<file path="src/mgd_defines.vh">
`ifndef MGD_DEFINES_VH
`define MGD_DEFINES_VH

// Opcode match patterns
`define MGD_PAGE_LOAD_TOP 15'h3700
`define MGD_ADD_PRODUCT_OP 16'h7F8F
`define MGD_LOAD_ACC_BYTE 8'h6C
`define MGD_LOAD_ACC_MOVE_BYTE 8'h6B
`define MGD_LOAD_T_BYTE 8'h6A
`define MGD_MUL_MEM_BYTE 8'h6D
`define MGD_MUL_CONST_TOP 3'h4

// Field positions
`define MGD_CONST_MSB 12

// Reset values
`define MGD_ACC_RESET 32'h00000000
`define MGD_PROD_RESET 32'h00000000
`define MGD_T_RESET 16'h0000
`define MGD_PAGE_RESET 1'h0

`endif

</file>
<file path="src/mgd_multiply_group_decoder.v">
// Function
// RQ1: Page pointer immediate load takes opcode bit zero
// RQ2: Fixed opcode adds product to accumulator
// RQ3: Load multiplicand, accumulate previous product
// RQ4: Load multiplicand, accumulate, request data move
// RQ5: Multiply multiplicand by memory word into product
// RQ6: Multiply multiplicand by 13-bit immediate constant
`timescale 1ns/1ps
`include "mgd_defines.vh"

module mgd_multiply_group_decoder (
    input wire clk,
    input wire resetn,
    input wire opValid,
    input wire [15:0] opcode,
    input wire [15:0] memData,
    output reg [31:0] accumulator,
    output reg [31:0] product,
    output reg [15:0] multiplicand,
    output reg pagePointer,
    output reg dataMove,
    output reg [6:0] moveAddr,
    output wire opTaken
);

    // Decoded instruction strobes, one hot for legal opcodes
    wire isPageLoad; // Page pointer immediate load
    wire isAddProduct; // Add product to accumulator
    wire isLoadAcc; // Multiplicand load with accumulate
    wire isLoadAccMove; // Same, plus a data move request
    wire isLoadT; // Plain multiplicand load
    wire isMulMem; // Multiply by the memory operand
    wire isMulConst; // Multiply by the immediate constant
    // Groupings shared by several register selects
    wire isAccumulate; // Any form that adds the product
    wire isTLoad; // Any form that loads the multiplicand
    wire isMultiply; // Any form that writes the product
    // Upper opcode byte, the key for most of the group
    wire [7:0] opByte;
    // Sign-extended immediate and products
    wire [15:0] constExt;
    wire signed [31:0] memProduct;
    wire signed [31:0] constProduct;
    // Sum with carry kept, so the cut to 32 bits is explicit
    wire [32:0] accSum;
    // Accumulate uses the product as it stood before this word
    wire [31:0] accPlusProduct;
    // Next values of every architectural register
    reg [31:0] next_accumulator; // Accumulator after this word
    reg [31:0] next_product; // Product register after this word
    reg [15:0] next_multiplicand; // Multiplicand after this word
    reg next_pagePointer; // Page pointer after this word
    reg next_dataMove; // Move pulse for the next cycle
    reg [6:0] next_moveAddr; // Move address after this word

    // Upper byte pulled out once for the byte-keyed forms
    assign opByte = opcode[15:8];

    // Opcode pattern matching, all gated by a valid word
    assign isPageLoad = opValid &&
        (opcode[15:1] == `MGD_PAGE_LOAD_TOP); // RQ1
    assign isAddProduct = opValid &&
        (opcode == `MGD_ADD_PRODUCT_OP); // RQ2
    assign isLoadAcc = opValid &&
        (opByte == `MGD_LOAD_ACC_BYTE); // RQ3
    assign isLoadAccMove = opValid &&
        (opByte == `MGD_LOAD_ACC_MOVE_BYTE); // RQ4
    // Plain load kept in the group, it shares the load path
    assign isLoadT = opValid &&
        (opByte == `MGD_LOAD_T_BYTE);
    assign isMulMem = opValid &&
        (opByte == `MGD_MUL_MEM_BYTE); // RQ5
    assign isMulConst = opValid &&
        (opcode[15:13] == `MGD_MUL_CONST_TOP); // RQ6

    // Group strobes; the patterns never overlap, so no priority
    assign isAccumulate = isAddProduct || isLoadAcc || isLoadAccMove;
    assign isTLoad = isLoadAcc || isLoadAccMove || isLoadT;
    assign isMultiply = isMulMem || isMulConst;

    // Immediate is 13 bits, sign extended to multiplicand width
    assign constExt = {{3{opcode[`MGD_CONST_MSB]}},
        opcode[`MGD_CONST_MSB:0]};

    // Signed 16 by 16 products fill exactly 32 bits
    assign memProduct = $signed(multiplicand) * $signed(memData);
    assign constProduct = $signed(multiplicand) * $signed(constExt);

    // Wraparound add; there is no overflow mode in this block
    assign accSum = {1'b0, accumulator} + {1'b0, product};
    assign accPlusProduct = accSum[31:0];

    // Every decoded word completes in one cycle, so none stalls fetch
    assign opTaken = opValid;

    // Next accumulator: only the accumulate forms touch it
    always @*
    begin
        next_accumulator = accumulator;
        // Old product is read, a multiply cannot share this word
        if (isAccumulate)
        begin
            next_accumulator = accPlusProduct; // RQ2
        end
    end

    // Next product: the two multiply forms write it
    always @*
    begin
        next_product = product;
        // Memory operand form
        if (isMulMem)
        begin
            next_product = memProduct; // RQ5
        end
        // Immediate constant form
        else if (isMulConst)
        begin
            next_product = constProduct; // RQ6
        end
    end

    // Next multiplicand: loaded from the addressed word
    always @*
    begin
        next_multiplicand = multiplicand;
        // Accumulating loads still take the word in the same cycle
        if (isTLoad)
        begin
            next_multiplicand = memData; // RQ3
        end
    end

    // Next page pointer: only the lowest opcode bit is kept
    always @*
    begin
        next_pagePointer = pagePointer;
        // Other bits of the word are fixed by the pattern
        if (isPageLoad)
        begin
            next_pagePointer = opcode[0]; // RQ1
        end
    end

    // Next move request and its address
    always @*
    begin
        // Pulse lasts one cycle; memory side does the move itself
        next_dataMove = isLoadAccMove; // RQ4
        next_moveAddr = moveAddr;
        // Address holds after the pulse for a late reader
        if (isLoadAccMove)
        begin
            next_moveAddr = opcode[6:0];
        end
    end

    // Accumulator register
    always @(posedge clk)
    begin
        // Synchronous reset to the cleared state
        if (!resetn)
        begin
            accumulator <= `MGD_ACC_RESET;
        end
        else
        begin
            accumulator <= next_accumulator; // RQ3
        end
    end

    // Product register
    always @(posedge clk)
    begin
        // Synchronous reset to the cleared state
        if (!resetn)
        begin
            product <= `MGD_PROD_RESET;
        end
        else
        begin
            product <= next_product;
        end
    end

    // Multiplicand register
    always @(posedge clk)
    begin
        // Synchronous reset to the cleared state
        if (!resetn)
        begin
            multiplicand <= `MGD_T_RESET;
        end
        else
        begin
            multiplicand <= next_multiplicand; // RQ4
        end
    end

    // Page pointer register
    always @(posedge clk)
    begin
        // Synchronous reset to the cleared state
        if (!resetn)
        begin
            pagePointer <= `MGD_PAGE_RESET;
        end
        else
        begin
            pagePointer <= next_pagePointer;
        end
    end

    // Move request pulse and address registers
    always @(posedge clk)
    begin
        // No move may be requested while in reset
        if (!resetn)
        begin
            dataMove <= 1'b0;
            moveAddr <= 7'h00;
        end
        else
        begin
            dataMove <= next_dataMove;
            moveAddr <= next_moveAddr;
        end
    end

endmodule // mgd_multiply_group_decoder

</file>
<file path="config.mk">
export PLATFORM = sky130hd
export DESIGN_NAME = mgd_multiply_group_decoder
export DESIGN_NICKNAME = d
export VERILOG_FILES = /design/src/mgd_multiply_group_decoder.v
export VERILOG_INCLUDE_DIRS = /design/src
export SDC_FILE = /design/constraint.sdc
export NUM_CORES = 2
export LEC_CHECK = 0
export ABC_AREA = 1
export BUFFER_PORTS_ARGS = -buffer_cell sky130_fd_sc_hd__buf_4
export CAP_MARGIN = 10
export CORE_UTILIZATION = 50
export DETAILED_ROUTE_END_ITERATION = 10
export PLACE_DENSITY = 0.67
export SYNTH_ARGS = -nofsm -noshare
export SYNTH_HDL_FRONTEND = slang
export SYNTH_SLANG_ARGS = --single-unit
export TNS_END_PERCENT = 10
</file>
<file path="constraint.sdc">
create_clock -name clk -period 16.95 [get_ports clk]
set_clock_uncertainty 0.15 [all_clocks]
set_input_delay 3.39 -clock clk [delete_from_list [all_inputs] [get_ports clk]]
set_output_delay 3.39 -clock clk [all_outputs]
set_load 0.01 [all_outputs]
</file>
==> metrics.log <==
[metrics] combinational family with the most area after synthesis: adder cells
[metrics] post-place instance area: 25800 sq um
[metrics] critical path arrival: between 9 and 10 ns
[metrics] cell type of the slowest stage on the worst timing path: fa_1
[metrics] CP Max Fanout: 17
[metrics] flop2flop setup slack: around 10 ns
[metrics] status: complete, no violations
[metrics] sum of internal, switching and leakage power: about 0.7 mW
[metrics] starting density of the core: 51.0%
[metrics] post-cts gate resize count: 0
[metrics] Mapped Nets: 4101
[metrics] maximum operating frequency: 0.112 GHz
[metrics] number of I/O port buffers: roughly 120
[metrics] total net switching power: around 0.28 mW
[metrics] Clk pin slew, worst setup/hold paths: 0.09 ns
[metrics] cell count of the worst hold path: 2
[metrics] transition time at the pin with the least slew margin: ~1.0 ns
[metrics] start point of the worst hold path: pagePointer$_SDFFE_PN0P_
[metrics] number of standard cells in the final layout excluding fillers: 4064
[metrics] wire length per cell after detailed routing: 17.7 um
[metrics] htree depth: 3
[metrics] aggregate global routing overflow: 0
[metrics] Ys Warns: 0
[metrics] number of setup violations in the final report: 0
[metrics] sequential share of the synthesized area: a little over 7%
[metrics] required time of the critical path: around 17 ns
[metrics] CTS root buf: clkbuf_16
[metrics] number of antenna cells inserted: 0
[metrics] Worst setup SP type: primary input
[metrics] fraction of synthesized cell area taken by the top area cell type: 37.4%
[metrics] highest-count cells in the layout ignoring fill and taps: inv_1, nand2_1, fa_1
[metrics] LEAKAGE: roughly 16 nW
[metrics] number of placed I/O pins: 125
[metrics] destination of the worst register-to-register timing path: product[18]$_SDFFE_PN0P_
[metrics] critical path capture point type: register
[metrics] power share of the combinational group: roughly a third
[metrics] global placement routability congestion: 1.03
[metrics] final cell area excluding filler cells: between 20000 and 30000 sq um
[metrics] final setup slack of the worst path: 8.04 ns
[metrics] fraction of final layout cells sized beyond drive strength 1: about 5.3%
[metrics] maximum cell stage delay along the critical path: 0.78 ns
[metrics] horizontal extent of the die: around 220 um
[metrics] Mapped Cells: about 3400
[metrics] antenna violations before repair: 0
[metrics] hold buffer count at cts: 0
[metrics] final hold violations: 0
[metrics] area of the core region: ~48000 sq um
[metrics] gate family responsible for the most delay along the worst path: adder cells
[metrics] TritonCTS clock tree: done
[metrics] multiplexer share of the synthesized area: 0%
[metrics] area enclosed by the die boundary: roughly 50000 sq um
[metrics] largest net degree at the start of global routing: just under 60
[metrics] unrepaired setup endpoints after global routing: false
[metrics] final worst path period share: between 50 and 60%
[metrics] Buf/Inv on CP: 5
[metrics] P_int: between 0.4 and 0.5 mW
[metrics] leading area contributor after synthesis: fa_1
[metrics] DR vias/cell: approximately 5.2
[metrics] worst reg2reg path depth: 17
[metrics] Maximum Capacitance Violations: 0
[metrics] vias in the first global route: 21713
[metrics] source of the critical timing path: memData[1]
[metrics] register bit count reported by yosys: between 80 and 90
[metrics] number of remaining DRC errors: 0
[metrics] sequential cell fraction of total power: 31.0%
[metrics] part of the power in the clock network: approximately 37%
[metrics] Net count, final: roughly 4000
[metrics] Endpoint, Worst Hold: pagePointer$_SDFFE_PN0P_
[metrics] per-instance average area after synthesis: 7.16 sq um
[metrics] xor and xnor fraction of the mapped netlist area: ~1.1%
[metrics] Unique masters post-synth: 42
[metrics] slew margin rel.: slightly above 30%
[metrics] Die H: approximately 220 um
[metrics] first-pass GRT wire length: ~120 mm
[metrics] clock buffer count from CTS: 9
[metrics] buffer levels on the longest clock path: 2
[metrics] area growth from synthesis to layout: 6.66%
[metrics] clock period minus worst slack: around 8.9 ns
[metrics] detailed-route wire length: between 70 and 80 mm
[metrics] basic-gate share of the synthesized area counting and, or, nand and nor cells: 21.7%
[metrics] dominant cells by area after synthesis: fa_1, inv_1, nand2_1, ha_1, dfxtp_1
[metrics] count of vias placed by the detailed router: 21328
[metrics] class of the tightest hold or removal check: register to register
[metrics] 1st-pass router iterations: 6
[metrics] most common library cell in the layout ignoring fill and taps: inv_1
[metrics] clock latency on the worst-skew pair: slightly above 0.4 ns
[metrics] Synth Area in Compound Gates: 6.64%
[metrics] overall fraction of global-route tracks in use: a little under a third
[metrics] power density over cell area: between 20 and 30 nW/um^2
[metrics] number of max-slew violations in the final report: 0
[metrics] count of nets left with antenna violations after detail routing: 0
[metrics] Detailed Route Iter0 Violations: about 1700
[metrics] Worst Setup Path Type: primary input to register
[metrics] mapped cell area: 24500 sq um
[metrics] worst setup timing slack at the placement stage: 7.67 ns
[metrics] final sum of negative setup slack: 0 ns
[metrics] worst vdd ir: 52.5 uV
[metrics] synthesized-area fraction occupied by adder cells: about 47%
[metrics] RR Startpoint: multiplicand[4]$_SDFFE_PN0P_
[metrics] placed cells: just over 4000
[metrics] Row Count: 80
[metrics] switch share: about two fifths
[metrics] most used cell, CP: fa_1
[metrics] CTS sink count: 89
[metrics] post-CTS setup buffer count: 0
[metrics] series of cell instances along the critical path: buf_4, nand2_1, inv_1, fa_1, fa_1, fa_1, fa_1, fa_1, inv_1, fa_1, inv_1, ha_1, nand2_1, nor2_1, inv_1, nor2_1, nand4_1, nand2_1, xor2_1, nand2_1, a21oi_1
[metrics] placed wire-length estimate after detailed placement: 58.2 mm
-- state kept, by name, indices dropped and copies added, names as in the netlist --
name          flops
dataMove          1
accumulator      32
multiplicand     16
pagePointer       1
moveAddr          7
product          32
-- cells by family after synthesis --
family	Yosys count
xor+xnor	30
simple gates	1301
buf+inv	1059
compound gates	299
fa+ha+maj	644
flops	89
-- worst register-to-register path: stages (launching register included) --
cell and delay, ns:
dfxtp_1 0.99, buf_4 0.41, nand2_1 0.12, fa_1 0.50
fa_1 0.54, inv_1 0.05, fa_1 0.50, fa_1 0.45
fa_1 0.55, fa_1 0.43, ha_1 0.42, nand2_1 0.13
nor2_1 0.19, nand4_1 0.15, o21ai_0 0.24, o21ai_0 0.10
o21ai_0 0.64, a21oi_1 0.14
-- worst max path at each step --
stage / slack (ns) / end / cells past startpoint
after detailed placement: 7.67 / product[21]$_SDFFE_PN0P_ / 21
after floorplan: 8.12 / product[31]$_SDFFE_PN0P_ / 25
final: 8.04 / product[21]$_SDFFE_PN0P_ / 21
after CTS: 8.07 / product[21]$_SDFFE_PN0P_ / 21
after global placement: 7.70 / product[21]$_SDFFE_PN0P_ / 21
after global routing: 7.74 / product[30]$_SDFFE_PN0P_ / 23
-- routing by layer --
| layer | track usage [%] | share of wire (%) | up-vias |
|---|---|---|---|
| li1 | - | - | 10085 |
| met1 | 41.0 | 43 | 10401 |
| met2 | 51.0 | 47 | 726 |
| met3 | 3.46 | 6.7 | 116 |
| met4 | 9.85 | 2.8 | 0 |
| met5 | 0 | 0 | - |
-- per-stage QoR --
stage | utilization [%] | hold slack (ns)
3_5_place_dp | 53.7 | 0.295
2_1_floorplan | - | 0.318
5_1_grt | 54.4 | 0.343
6_report | 54.4 | 0.314
4_1_cts | 54.4 | 0.314
3_3_place_gp | 53.7 | 0.296
-- Yosys cell counts (all sizes together) --
library cell and number:
inv 925, o21bai 17, o21ai 120, nand3 140, ha 186, clkbuf 95, o211ai 7, xor2 20
nor2 180, nand4 43, nor4 5, nor3 20, o21a 3, a21o 7, a311oi 1, clkinv 2
xnor2 10, fa 458, a21oi 130, a31oi 5, and2 5, nand3b 7, a221oi 2, dfxtp 89
nand2 887, or2 11, o221ai 3, buf 37, and3 3, a21boi 2, a31o 2
-- power by group through the flow --
stage               combinational [mW]  clock, mW  sequential [mW]
finish                           0.225      0.259            0.218
global route                     0.253      0.268            0.218
CTS                              0.225      0.262            0.218
detailed placement               0.223          0            0.223
global placement                 0.222          0            0.223
floorplan                        0.151          0            0.220
-- final cells by class --
cell class,count,area (sq um)
repair buffers,143,1070
clock inverters,6,105
well taps,615,769
inverters,927,3480
flip-flops and latches,89,1780
multi-input cells,2274,18700
clock buffers,10,239
fillers,4744,21900
Note: power is estimated with default switching activity, not from simulation.
